--- src/scan_defines.vh ---
// register offsets, field positions and reset values of the scan controller
`ifndef SCAN_DEFINES_VH
`define SCAN_DEFINES_VH

`define OFS_CONTROL       8'h00
`define OFS_PRESCALE      8'h04
`define OFS_TIMING        8'h08
`define OFS_SEG0          8'h0C
`define OFS_SEG1          8'h10
`define OFS_SEG2          8'h14
`define OFS_SEG3          8'h18
`define OFS_IRQ_STATUS    8'h1C
`define OFS_IRQ_CLEAR     8'h20
`define OFS_IRQ_ENABLE    8'h24
`define OFS_SCAN_STATE    8'h28

`define CTL_ENABLE_BIT    0
`define CTL_COUNT_LO      1
`define CTL_COUNT_HI      2
`define CTL_IRQ_EN_BIT    3
`define CTL_DRIVE_BIT     12
`define CTL_WRITE_MASK    32'h0000_100F

`define TIM_LIGHT_LO      0
`define TIM_LIGHT_HI      7
`define TIM_BLANK_LO      8
`define TIM_BLANK_HI      15

`define RESET_WORD        32'h0000_0000
`define RESET_BYTE        8'h00
`define AXI_OKAY          2'b00
`define AXI_SLVERR        2'b10

`endif

--- src/seven_segment_scan_controller.v ---
// seven-segment scan controller with AXI4-Lite register slave
//
// Notes on behaviour
// - one to four digits, eight segments
// - at most one common output active
// - light interval then blank interval, repeat
// - interrupt event at each light end
// - segment and common outputs off during blank interval
// - control bit 3 gates scan interrupt
// - bits 2:1 select digit count
// - bit 0 enables scan, resets zero
// - bit 12 selects display common drive
// - timebase is clock over prescale plus one
// - zero blank length blocks scan start
// - timing: light 7:0, blank 15:8
// - bit0 segment A ... bit7 decimal point
//
// Added by the designer: the AXI4-Lite interface to the registers.
`timescale 1ns/1ps
`include "scan_defines.vh"
module seven_segment_scan_controller #(
    parameter DIGITS = 4,
    parameter TW     = 8
) (
    input  wire              aclk,             // 125 MHz clock
    input  wire              aresetn,          // synchronous reset, active low
    input  wire [7:0]        s_axi_awaddr,     // write address
    input  wire              s_axi_awvalid,    // write address valid
    output wire              s_axi_awready,    // write address ready
    input  wire [31:0]       s_axi_wdata,      // write data
    input  wire [3:0]        s_axi_wstrb,      // write strobes
    input  wire              s_axi_wvalid,     // write data valid
    output wire              s_axi_wready,     // write data ready
    output reg  [1:0]        s_axi_bresp,      // write response
    output reg               s_axi_bvalid,     // write response valid
    input  wire              s_axi_bready,     // write response ready
    input  wire [7:0]        s_axi_araddr,     // read address
    input  wire              s_axi_arvalid,    // read address valid
    output wire              s_axi_arready,    // read address ready
    output reg  [31:0]       s_axi_rdata,      // read data
    output reg  [1:0]        s_axi_rresp,      // read response
    output reg               s_axi_rvalid,     // read data valid
    input  wire              s_axi_rready,     // read data ready
    output reg  [7:0]        segment_out,      // segments A..G, decimal point
    output reg  [DIGITS-1:0] common_out,       // digit commons, high = lit
    output reg  [DIGITS-1:0] common_drive_max, // per-common strong display drive
    output wire              scan_irq          // level interrupt
);
    // ----------------------------------------------------------------
    // registers
    // ----------------------------------------------------------------
    reg [31:0]   control_q;
    reg [TW-1:0] prescale_q;
    reg [15:0]   timing_q;
    reg [7:0]    seg_q [0:DIGITS-1];

    wire         scan_enable         = control_q[`CTL_ENABLE_BIT];
    wire [1:0]   digit_count_select  = control_q[`CTL_COUNT_HI:`CTL_COUNT_LO];
    wire         scan_irq_enable     = control_q[`CTL_IRQ_EN_BIT];
    wire         common_drive_select = control_q[`CTL_DRIVE_BIT];
    wire [7:0]   light_interval      = timing_q[`TIM_LIGHT_HI:`TIM_LIGHT_LO];
    wire [7:0]   blank_interval      = timing_q[`TIM_BLANK_HI:`TIM_BLANK_LO];

    // ----------------------------------------------------------------
    // AXI4-Lite write channel
    // ----------------------------------------------------------------
    reg        aw_held_q;
    reg        w_held_q;
    reg [7:0]  aw_addr_q;
    reg [31:0] w_data_q;
    reg [3:0]  w_strb_q;

    // a lone address or data beat is parked until its partner arrives
    // address and data taken independently, either order
    assign s_axi_awready = !aw_held_q && !s_axi_bvalid;
    assign s_axi_wready  = !w_held_q && !s_axi_bvalid;

    wire [7:0]  wr_addr = aw_held_q ? aw_addr_q : s_axi_awaddr;
    wire [31:0] wr_data = w_held_q ? w_data_q : s_axi_wdata;
    wire [3:0]  wr_strb = w_held_q ? w_strb_q : s_axi_wstrb;
    wire aw_ok  = aw_held_q || (s_axi_awvalid && s_axi_awready);
    wire w_ok   = w_held_q || (s_axi_wvalid && s_axi_wready);
    wire wr_go  = aw_ok && w_ok && !s_axi_bvalid;

    function is_mapped;
        input [7:0] a;
        begin
            case (a)
                `OFS_CONTROL, `OFS_PRESCALE, `OFS_TIMING, `OFS_SEG0, `OFS_SEG1,
                `OFS_SEG2, `OFS_SEG3, `OFS_IRQ_STATUS, `OFS_IRQ_CLEAR,
                `OFS_IRQ_ENABLE, `OFS_SCAN_STATE: is_mapped = 1'b1;
                default: is_mapped = 1'b0;
            endcase
        end
    endfunction

    function [31:0] merge;
        input [31:0] old;
        input [31:0] nw;
        input [3:0]  st;
        integer b;
        begin
            merge = old;
            for (b = 0; b < 4; b = b + 1) begin
                if (st[b]) begin
                    merge[8*b +: 8] = nw[8*b +: 8];
                end
            end
        end
    endfunction

    // a lane-0 write landing on one register in this cycle
    function lane0_write;
        input       go;
        input [7:0] addr;
        input [7:0] target;
        input       strb0;
        begin
            lane0_write = go && (addr == target) && strb0;
        end
    endfunction

    // response waits for both beats; bready may already be high
    always @(posedge aclk) begin
        if (!aresetn) begin
            aw_held_q    <= 1'b0;
            w_held_q     <= 1'b0;
            aw_addr_q    <= `RESET_BYTE;
            w_data_q     <= `RESET_WORD;
            w_strb_q     <= 4'h0;
            s_axi_bvalid <= 1'b0;
            s_axi_bresp  <= `AXI_OKAY;
        end else begin
            if (wr_go) begin
                aw_held_q    <= 1'b0;
                w_held_q     <= 1'b0;
                s_axi_bvalid <= 1'b1;
                s_axi_bresp  <= is_mapped(wr_addr) ? `AXI_OKAY : `AXI_SLVERR;
            end else begin
                if (s_axi_awvalid && s_axi_awready) begin
                    aw_held_q <= 1'b1;
                    aw_addr_q <= s_axi_awaddr;
                end
                if (s_axi_wvalid && s_axi_wready) begin
                    w_held_q <= 1'b1;
                    w_data_q <= s_axi_wdata;
                    w_strb_q <= s_axi_wstrb;
                end
                if (s_axi_bvalid && s_axi_bready) begin
                    s_axi_bvalid <= 1'b0;
                end
            end
        end
    end

    // ----------------------------------------------------------------
    // register file
    // ----------------------------------------------------------------
    // unimplemented control bits read back as zero
    wire [31:0] ctl_mask        = `CTL_WRITE_MASK;
    // widen, merge byte lanes, then keep only the implemented bits
    wire [31:0] prescale_merged = merge({{(32-TW){1'b0}}, prescale_q}, wr_data, wr_strb);
    wire [31:0] timing_merged   = merge({16'h0000, timing_q}, wr_data, wr_strb);
    integer i;

    always @(posedge aclk) begin
        if (!aresetn) begin
            control_q  <= `RESET_WORD;
            prescale_q <= {TW{1'b0}};
            timing_q   <= 16'h0000;
            for (i = 0; i < DIGITS; i = i + 1) begin
                seg_q[i] <= `RESET_BYTE;
            end
        end else if (wr_go) begin
            case (wr_addr)
                `OFS_CONTROL:  control_q  <= merge(control_q, wr_data, wr_strb) & ctl_mask;
                `OFS_PRESCALE: prescale_q <= prescale_merged[TW-1:0];
                `OFS_TIMING:   timing_q   <= timing_merged[15:0];
                default: begin
                    // segment patterns, one byte per digit
                    for (i = 0; i < DIGITS; i = i + 1) begin
                        if (wr_addr == `OFS_SEG0 + 4 * i && wr_strb[0]) begin
                            seg_q[i] <= wr_data[7:0];
                        end
                    end
                end
            endcase
        end
    end

    // ----------------------------------------------------------------
    // scan sequencer
    // ----------------------------------------------------------------
    localparam ST_IDLE  = 3'b001;
    localparam ST_LIGHT = 3'b010;
    localparam ST_BLANK = 3'b100;

    reg [2:0] state_q;
    reg [7:0] interval_q;
    reg [1:0] digit_q;
    reg       light_end;
    wire      tick;

    // a zero blank length holds the sequencer idle
    wire run = scan_enable && (blank_interval != 8'h00);

    // prescaler restarts with the sequencer, so the first light is a full tick
    scan_tick_gen #(
        .WIDTH   (TW)
    ) u_tick (
        .aclk    (aclk),
        .aresetn (aresetn),
        .run     (run),
        .divisor (prescale_q),
        .tick    (tick)
    );

    // a light length of zero behaves as one tick
    always @(posedge aclk) begin
        light_end <= 1'b0;
        if (!aresetn || !run) begin
            state_q    <= ST_IDLE;
            interval_q <= 8'h00;
            digit_q    <= 2'b00;
        end else if (tick) begin
            case (state_q)
                ST_IDLE: begin
                    state_q    <= ST_LIGHT;
                    interval_q <= 8'h00;
                    digit_q    <= 2'b00;
                end
                ST_LIGHT: begin
                    if (interval_q + 8'h01 >= light_interval) begin
                        state_q    <= ST_BLANK;
                        interval_q <= 8'h00;
                        light_end  <= 1'b1;
                    end else begin
                        interval_q <= interval_q + 8'h01;
                    end
                end
                ST_BLANK: begin
                    if (interval_q + 8'h01 >= blank_interval) begin
                        state_q    <= ST_LIGHT;
                        interval_q <= 8'h00;
                        // wrap after the last selected digit
                        digit_q    <= (digit_q >= digit_count_select) ? 2'b00 : digit_q + 2'b01;
                    end else begin
                        interval_q <= interval_q + 8'h01;
                    end
                end
                default: state_q <= ST_IDLE;
            endcase
        end
    end

    // ----------------------------------------------------------------
    // pin outputs
    // ----------------------------------------------------------------
    genvar g;
    generate
        for (g = 0; g < DIGITS; g = g + 1) begin : g_com
            always @(posedge aclk) begin
                if (!aresetn) begin
                    common_out[g]       <= 1'b0;
                    common_drive_max[g] <= 1'b0;
                end else begin
                    // one-hot common, off outside lighting
                    common_out[g]       <= run && state_q == ST_LIGHT && digit_q == g;
                    common_drive_max[g] <= common_drive_select;
                end
            end
        end
    endgenerate

    // same register stage as the commons, so both switch on one edge
    always @(posedge aclk) begin
        if (!aresetn || !run || state_q != ST_LIGHT) begin
            segment_out <= 8'h00;
        end else begin
            segment_out <= seg_q[digit_q];
        end
    end

    // ----------------------------------------------------------------
    // interrupts
    // ----------------------------------------------------------------
    // one event source: the end of each lighting interval
    wire status_bit;
    wire enable_bit;
    wire irq_raw;

    scan_irq_regs #(
        .N        (1)
    ) u_irq (
        .aclk     (aclk),
        .aresetn  (aresetn),
        .event_in (light_end),
        .clr_we   (lane0_write(wr_go, wr_addr, `OFS_IRQ_CLEAR, wr_strb[0])),
        .clr_data (wr_data[0]),
        .en_we    (lane0_write(wr_go, wr_addr, `OFS_IRQ_ENABLE, wr_strb[0])),
        .en_data  (wr_data[0]),
        .status_q (status_bit),
        .enable_q (enable_bit),
        .irq      (irq_raw)
    );

    // status, enable register and control bit must all agree
    assign scan_irq = irq_raw && scan_irq_enable;

    // ----------------------------------------------------------------
    // AXI4-Lite read channel
    // ----------------------------------------------------------------
    // one read in flight; unmapped offsets answer zero with an error
    assign s_axi_arready = !s_axi_rvalid;

    always @(posedge aclk) begin
        if (!aresetn) begin
            s_axi_rvalid <= 1'b0;
            s_axi_rdata  <= `RESET_WORD;
            s_axi_rresp  <= `AXI_OKAY;
        end else if (s_axi_arvalid && s_axi_arready) begin
            s_axi_rvalid <= 1'b1;
            s_axi_rresp  <= is_mapped(s_axi_araddr) ? `AXI_OKAY : `AXI_SLVERR;
            case (s_axi_araddr)
                `OFS_CONTROL:    s_axi_rdata <= control_q;
                `OFS_PRESCALE:   s_axi_rdata <= {{(32-TW){1'b0}}, prescale_q};
                `OFS_TIMING:     s_axi_rdata <= {16'h0000, timing_q};
                `OFS_SEG0:       s_axi_rdata <= {24'h000000, seg_q[0]};
                `OFS_SEG1:       s_axi_rdata <= {24'h000000, seg_q[1 % DIGITS]};
                `OFS_SEG2:       s_axi_rdata <= {24'h000000, seg_q[2 % DIGITS]};
                `OFS_SEG3:       s_axi_rdata <= {24'h000000, seg_q[3 % DIGITS]};
                `OFS_IRQ_STATUS: s_axi_rdata <= {31'h0, status_bit};
                `OFS_IRQ_ENABLE: s_axi_rdata <= {31'h0, enable_bit};
                `OFS_SCAN_STATE: s_axi_rdata <= {24'h000000, 1'b0, state_q, 2'b00, digit_q};
                default:         s_axi_rdata <= `RESET_WORD;
            endcase
        end else if (s_axi_rvalid && s_axi_rready) begin
            s_axi_rvalid <= 1'b0;
        end
    end
endmodule // seven_segment_scan_controller

--- src/scan_tick_gen.v ---
// prescaler producing one-cycle scan timebase ticks
`timescale 1ns/1ps
module scan_tick_gen #(
    parameter WIDTH = 8
) (
    input  wire             aclk,     // system clock
    input  wire             aresetn,  // synchronous reset, active low
    input  wire             run,      // counting allowed
    input  wire [WIDTH-1:0] divisor,  // prescale factor
    output reg              tick      // one pulse per divisor+1 clocks
);
    reg [WIDTH-1:0] count_q;

    // timebase = clock / (factor + 1)
    always @(posedge aclk) begin
        if (!aresetn || !run) begin
            count_q <= {WIDTH{1'b0}};
            tick    <= 1'b0;
        end else if (count_q >= divisor) begin
            count_q <= {WIDTH{1'b0}};
            tick    <= 1'b1;
        end else begin
            count_q <= count_q + {{(WIDTH-1){1'b0}}, 1'b1};
            tick    <= 1'b0;
        end
    end
endmodule // scan_tick_gen

--- src/scan_irq_regs.v ---
// sticky interrupt status, write-one clear and enable registers
`timescale 1ns/1ps
module scan_irq_regs #(
    parameter N = 1
) (
    input  wire         aclk,       // system clock
    input  wire         aresetn,    // synchronous reset, active low
    input  wire [N-1:0] event_in,   // one-cycle event pulses
    input  wire         clr_we,     // clear register written
    input  wire [N-1:0] clr_data,   // ones clear status bits
    input  wire         en_we,      // enable register written
    input  wire [N-1:0] en_data,    // new enable value
    output reg  [N-1:0] status_q,   // sticky status
    output reg  [N-1:0] enable_q,   // enable mask
    output wire         irq         // level interrupt
);
    always @(posedge aclk) begin
        if (!aresetn) begin
            status_q <= {N{1'b0}};
            enable_q <= {N{1'b0}};
        end else begin
            // set wins over a simultaneous clear
            status_q <= (status_q & ~(clr_we ? clr_data : {N{1'b0}})) | event_in;
            if (en_we) begin
                enable_q <= en_data;
            end
        end
    end

    assign irq = |(status_q & enable_q);
endmodule // scan_irq_regs

--- config.mk ---
export PLATFORM = sky130hd
export DESIGN_NAME = seven_segment_scan_controller
export DESIGN_NICKNAME = d
export VERILOG_FILES = /design/src/seven_segment_scan_controller.v /design/src/scan_tick_gen.v /design/src/scan_irq_regs.v
export VERILOG_INCLUDE_DIRS = /design/src /design/src/src
export SDC_FILE = /design/constraint.sdc
export NUM_CORES = 1
export LEC_CHECK = 0
export BUFFER_PORTS_ARGS = -buffer_cell sky130_fd_sc_hd__buf_2
export CAP_MARGIN = 30
export CELL_PAD_IN_SITES_DETAIL_PLACEMENT = 1
export CELL_PAD_IN_SITES_GLOBAL_PLACEMENT = 2
export CORE_MARGIN = 3
export CORE_UTILIZATION = 32
export DETAILED_ROUTE_END_ITERATION = 8
export GPL_TIMING_DRIVEN = 0
export PLACE_DENSITY_LB_ADDON = 0.3
export SLEW_MARGIN = 10
export SYNTH_ARGS = -nofsm -noshare
export SYNTH_HDL_FRONTEND = slang
export SYNTH_HIERARCHICAL = 1
export SYNTH_SLANG_ARGS = --single-unit
export TNS_END_PERCENT = 50
--- constraint.sdc ---
create_clock -name aclk -period 2.62 [get_ports aclk]
set_input_delay 0.262 -clock aclk [delete_from_list [all_inputs] [get_ports aclk]]
set_output_delay 0.262 -clock aclk [all_outputs]
set_load 0.05 [all_outputs]
# Yosys cells after proc, flatten, opt, wreduce, memory -nomap -nowiden
# Memory sizes are Yosys's and may differ from the RTL's. A register that Yosys moved wholly into a read port is not among the register bits.
# Cells that the tools add are included.
dict set report op_classes {
  n_addsub 3
  n_lt_le_gt_ge 4
  eq_ne 29
  muxes 53
  n_bitwise 12
  n_reduce_logical 58
}
# operator count
set ops {}
lappend ops {{$pmux W16 S10} 1}
lappend ops {{$eq A8 B5 Y1 const B} 8}
lappend ops {{$mux W8} 7}
lappend ops {{$eq A8 B6 Y1 const B} 6}
lappend ops {{$mux W1} 34}
lappend ops {{$eq A8 B4 Y1 const B} 4}
lappend ops {{$ge A8 B8 Y1} 3}
lappend ops {{$logic_and A1 B1 Y1} 24}
lappend ops {{$pmux W8 S3} 1}
lappend ops {{$reduce_or A11 Y1} 2}
lappend ops {{$reduce_and A3 Y1} 7}
lappend ops {{$add A8 B1 Y8 const B} 2}
lappend ops {{$eq A8 B3 Y1 const B} 2}
lappend ops {{$logic_not A8 Y1} 2}
lappend ops {{$mux W16} 1}
lappend ops {{$mux W2} 5}
lappend ops {{$pmux W3 S3} 1}
lappend ops {{$reduce_bool A8 Y1} 1}
lappend ops {{$logic_not A1 Y1} 6}
lappend ops {{$mux W3} 2}
lappend ops {{$reduce_and A2 Y1} 3}
lappend ops {{$reduce_bool A2 Y1} 3}
lappend ops {{$reduce_or A3 Y1} 2}
lappend ops {{$not A1 Y1} 5}
lappend ops {{other kinds (16)} 27}
dict set report word_totals {
  ff_bits 125
  mem_bits_rw 32
  inputBits 59
  output_inout_bits 58
  wordCells 188
  mem_count 1
}
# memory depth width rd rd_clocked_by_memory_dff wr line
set mem_list {}
lappend mem_list {seg_q 4 8 5 1 4 seven_segment_scan_controller.v:55} ;# reg [7:0] seg_q [0:DIGITS-1];

# Longest topological paths before layout
dict set report logic_depth {
  depth_word 12
  ltp_mapped 12
  mapped_depth_nobuf 11
}

# By module
# Netlist, hierarchy kept.
# module instances cells_per_inst area_per_inst_um2 seq_area_each_um2
set by_module_without_submodules {}
lappend by_module_without_submodules {seven_segment_scan_controller 1 748 7060.5 3042.9}
lappend by_module_without_submodules {scan_tick_gen 1 61 569.3 180.2}
lappend by_module_without_submodules {scan_irq_regs 1 8 77.6 40.0}

# Worst setup path before layout
# No wires, ideal clock.
dict set report synth_timing {
  path_type {reg-to-reg}
  from {register interval_q[0]}
  to {register digit_q[0]}
  setup_ns 0.087
  arrival_time_ns 2.647
  required_time_ns 2.533
  path_slack_ns -0.115
  path_stages_with_launch 11
  path_buffers 0
  period_less_slack_ns 2.735
  path_cell_list {dfxtp_1 > and3_1 > nand3_1 > and2_1 > or2_2 > ha_1 > nand3_1 > a211o_1 > a2111oi_0 > nand3_1 > o31ai_1}
}
dict set report synth_via {
  elab_chain_cells 4
}
# item line
set synth_rtl {}
lappend synth_rtl {{from (decl)} seven_segment_scan_controller.v:199} ;# reg [7:0] interval_q;
lappend synth_rtl {{from (signal assigned)} seven_segment_scan_controller.v:238} ;# interval_q <= interval_q + 8'h01;
lappend synth_rtl {{from (signal assigned)} seven_segment_scan_controller.v:248} ;# interval_q <= interval_q + 8'h01;
lappend synth_rtl {{$add A8 B1 Y8} seven_segment_scan_controller.v:242} ;# if (interval_q + 8'h01 >= blank_interval) begin
lappend synth_rtl {{$ge A8 B8 Y1} seven_segment_scan_controller.v:242}
lappend synth_rtl {{$ne A2 B2 Y1 (no line)} -}
lappend synth_rtl {{$reduce_and A3 Y1 (no line)} -}
lappend synth_rtl {{to (signal assigned)} seven_segment_scan_controller.v:246} ;# digit_q <= (digit_q >= digit_count_select) ? 2'b00 : digit_q + 2'b01;
lappend synth_rtl {{to (decl)} seven_segment_scan_controller.v:200} ;# reg [1:0] digit_q;
# No other way between the ends.
# A chain may end at the register's enable or synchronous reset.

# Worst setup path after layout
dict set report layout_timing {
  from {register interval_q[0]}
  to {register light_end}
}
dict set report layout_via {
  elab_chain_cells 3
}
# item line
set layout_rtl {}
lappend layout_rtl {{$add A8 B1 Y8} seven_segment_scan_controller.v:233} ;# if (interval_q + 8'h01 >= light_interval) begin
lappend layout_rtl {{$ge A8 B8 Y1} seven_segment_scan_controller.v:233}
lappend layout_rtl {{$mux W1} seven_segment_scan_controller.v:233}
lappend layout_rtl {{to (signal assigned)} seven_segment_scan_controller.v:220} ;# light_end <= 1'b0;
lappend layout_rtl {{to (signal assigned)} seven_segment_scan_controller.v:236} ;# light_end <= 1'b1;
lappend layout_rtl {{to (decl)} seven_segment_scan_controller.v:201} ;# reg light_end;
# No other way between the ends.

==> results.tsv <==
stage	metric	value	unit
status	outcome	finished, final reports clean	
global_route	initial antenna violation count	0	
die	DIE AREA	0.0260	mm^2
timing	FMAX	393	MHz
setup_path	CP required	2.99	ns
synthesis	number of synthesized flops with an enable pin	32	
global_route	Total GRT Usage	17.9	%
final_layout	Fillers	2791	
place	Placed Area	0.00857	mm^2
final_layout	share of layout cells above drive strength 1	22.4	%
setup_path	CP Class	reg2reg	
synthesis	top post-synthesis cells by area	dfxtp_1, edfxtp_1, mux2i_1	
die	Starting Density	32.7	%
min_path	worst min-delay path class	in2reg	
timing	RSZ-0062 raised after global routing	yes	
place	pre-CTS WS	-0.706	ns
setup_path	CP max stage cell	dfxtp_4	
die	die width	161	um
detailed_routing	WL final	22800	um
timing	post-route setup slack	0.0745	ns
pwr	Cell Pwr Density	592	mW/mm^2
timing	Rel. slew slack	36.4	%
timing	final critical-path share of the clock period	97.2	%
pwr	Lkg Pwr	3.83	nW
synthesis	Synth Warn #	6	
global_route	total gr overflow	0	
timing	Worst Clk Skew	0.00923	ns
synthesis	leading area contributor after synthesis	dfxtp_1	
detailed_routing	WL per Instance	18.0	um
setup_path	startpoint types	flop	
place	GPL Wtd Cong	0.798	
synthesis	top-count cell post-synth	nand2_1	
setup_path	crit-path leading delay family	simple AND/OR/NAND/NOR gates	
clock_network	clock buffer depth	2	
clock_network	# hold bufs at CTS	0	
final_layout	Area Growth Syn to Fin	22.7	%
clock_network	clk sinks	147	
setup_path	Worst Path Max Fanout	9	
detailed_routing	vias per cell	4.89	
die	Cell Rows	56	
die	core area	0.0235	mm^2
final_layout	# diodes	0	
clock_network	clk root buf	clkbuf_16	
final_layout	Nets	1027	
synthesis	Yosys reg bits	147	
synthesis	Synth Flop Type	dfxtp_1	
synthesis	most common library cells after synthesis	nand2_1, dfxtp_1, nor2_1, mux2i_1, inv_1	
synthesis	Avg Inst Size Synth	9.43	um^2
synthesis	post-synthesis cell type count	70	
setup_path	CP endpoint kind	flop	
synthesis	asr flop ratio synth	0	%
die	Die Span Y	161	um
timing	actual slew at the worst max-slew pin	0.947	ns
setup_path	Largest stage delay, worst path	0.37	ns
clock_network	TritonCTS buffer count	17	
setup_path	WP buf/inv	2	
detailed_routing	number of remaining DRC errors	0	
synthesis	Syn Inst Count	817	
job	Max-Cap Viols	0	
place	I/O Buffers	78	
clock_network	CTS tree	built	
setup_path	worst path cell trace	and3_1, nand3_2, and2_4, or2_4, ha_4, nand3_4, a211o_4, and2_1, clkbuf_8, a2111oi_4, buf_4	
clock_network	CTS H-tree lvls	4	
synthesis	sequential-to-total area share from yosys stat	42.3	%
pwr	maximum vdd drop	0.000344	V
global_route	largest net degree at the start of global routing	17	
timing	Slew Limit Fails	0	
final_layout	Util after Layout	40.2	%
clock_network	clock latency on the worst-skew pair	0.43	ns
detailed_routing	DRT Pass-1 Iters	4	
detailed_routing	iteration-0 DRC count of the detailed router	243	
pwr	Overall Power	0.00560	W
timing	Period minus WS final	2.55	ns
detailed_routing	Routed Antenna Nets	0	
die	Top-Level Pins	117	
clock_network	Reg clk slew, reported paths	0.06	ns
final_layout	design area	0.00946	mm^2
detailed_routing	DR vias	6196	
global_route	vias in the first global route	6383	
synthesis	Synth top area share	29.9	%
timing	Final setup viols	0	
timing	Final TNS setup	0	ns
place	DP HPWL	17300	um
synthesis	mapped cell area	0.00771	mm^2
setup_path	Arrival @ worst endpoint	2.92	ns
timing	Final Hold Fails	0	
global_route	first-pass GRT wire length	35900	um
==> power breakdown <==
group	switching (W)	internal, W
clock	0.00103	0.00160
combinational	0.000395	0.000185
sequential	0.0000343	0.00236
==> registers in the layout, indices dropped and copies added, names as in the netlist, 2 cells and up <==
name	cells
common_out	4
timing_q	16
w_strb_q	2
seg_q	32
u_tick/count_q	8
interval_q	8
digit_q	2
s_axi_rdata	16
state_q	3
aw_addr_q	8
prescale_q	8
segment_out	8
w_data_q	16
control_q	5
==> stage by stage <==
step | std cells | hold WS (ns)
after detailed placement | 1231 | 0.447
after floorplan | 834 | 0.388
after global routing | 1268 | 0.0685
after CTS | 1267 | 0.0566
after global placement | 1231 | 0.437
final | 1268 | 0.0793
==> path summary, 6_finish.rpt <==
kind	start	endpoint	slack, ns	cells past startpoint
worst min-delay path	s_axi_wdata[14]	w_data_q[14]$_SDFFE_PN0P_	0.08	3
worst max-delay path	interval_q[0]$_SDFFE_PP0P_	light_end$_SDFF_PP0_	0.07	11
worst min register to register	w_data_q[9]$_SDFFE_PN0P_	w_data_q[9]$_SDFFE_PN0P_	0.45	2
worst max register to register	interval_q[0]$_SDFFE_PP0P_	light_end$_SDFF_PP0_	0.07	11
==> cell type report <==
cell class                      count  area, um^2  area share (%)
Timing Repair Buffer               84         435            4.60
Buffer                             62         372            3.93
Multi-Input combinational cell    587        4220            44.6
Clock buffer                       17         425            4.50
Clock inverter                     15         203            2.14
Inverter                           37         139            1.47
Tap cell                          319         399            4.22
Sequential cell                   147        3270            34.6
==> layout by cell type (no fill, tap or decap), types with 5 or more instances in the layout <==
cell type / n
nand3_1: 11
a21boi_1: 18
clkbuf_1: 26
dfxtp_1: 111
a22oi_1: 11
buf_4: 27
buf_2: 84
o211a_1: 13
xnor2_1: 7
clkbuf_16: 17
nor2_2: 5
nor4_1: 6
o21ai_0: 18
nand2b_1: 12
nor3b_1: 7
edfxtp_1: 32
mux4_2: 11
o211ai_1: 5
a21oi_1: 20
mux2i_1: 54
nor3_1: 16
and3_1: 14
inv_1: 37
nand2_1: 117
conb_1: 18
nor2b_1: 29
a31oi_1: 8
and2_1: 6
inv_6: 5
o21ai_1: 5
ha_1: 28
nor2_1: 63
==> cell families (layout without fill, tap and decap cells) <==
| logic type | Yosys count | in the layout | synth area share, % |
|---|---|---|---|
| DFF | 147 | 147 | 42.3 |
| buffers and inverters | 100 | 215 | 6.53 |
| adders and majority gates | 32 | 32 | 5.19 |
| other | 1 | 18 | 0.0487 |
| and+or+nand+nor | 321 | 321 | 20.8 |
| AOI/OAI and AO/OA | 135 | 135 | 13.0 |
| xor gates and xnor gates | 12 | 12 | 1.36 |
| muxes | 69 | 69 | 10.8 |
==> per-layer routing <==
metal | share of wire [%] | GRT usage, % | routed length (um) | up-vias
met5 | 0 | 0 | 0 | -
met4 | 1.5 | 6.34 | 342 | 0
met3 | 3.6 | 2.92 | 818 | 20
met2 | 46 | 28.9 | 10500 | 117
met1 | 49 | 24.4 | 11200 | 2989
li1 | - | - | - | 3070
==> repair_timing <==
item | in CTS | in global routing
endpoints found under the setup margin | 37 | 30
gates resized for setup | 22 | 24
setup buffers | 5 | 1
pin swaps | 3 | 10
==> tightest hold or removal path: stages <==
cell and delay (ns):
buf_2 0.10, nand2_1 0.05, a21boi_1 0.05
(Power assumes the default switching activity.)
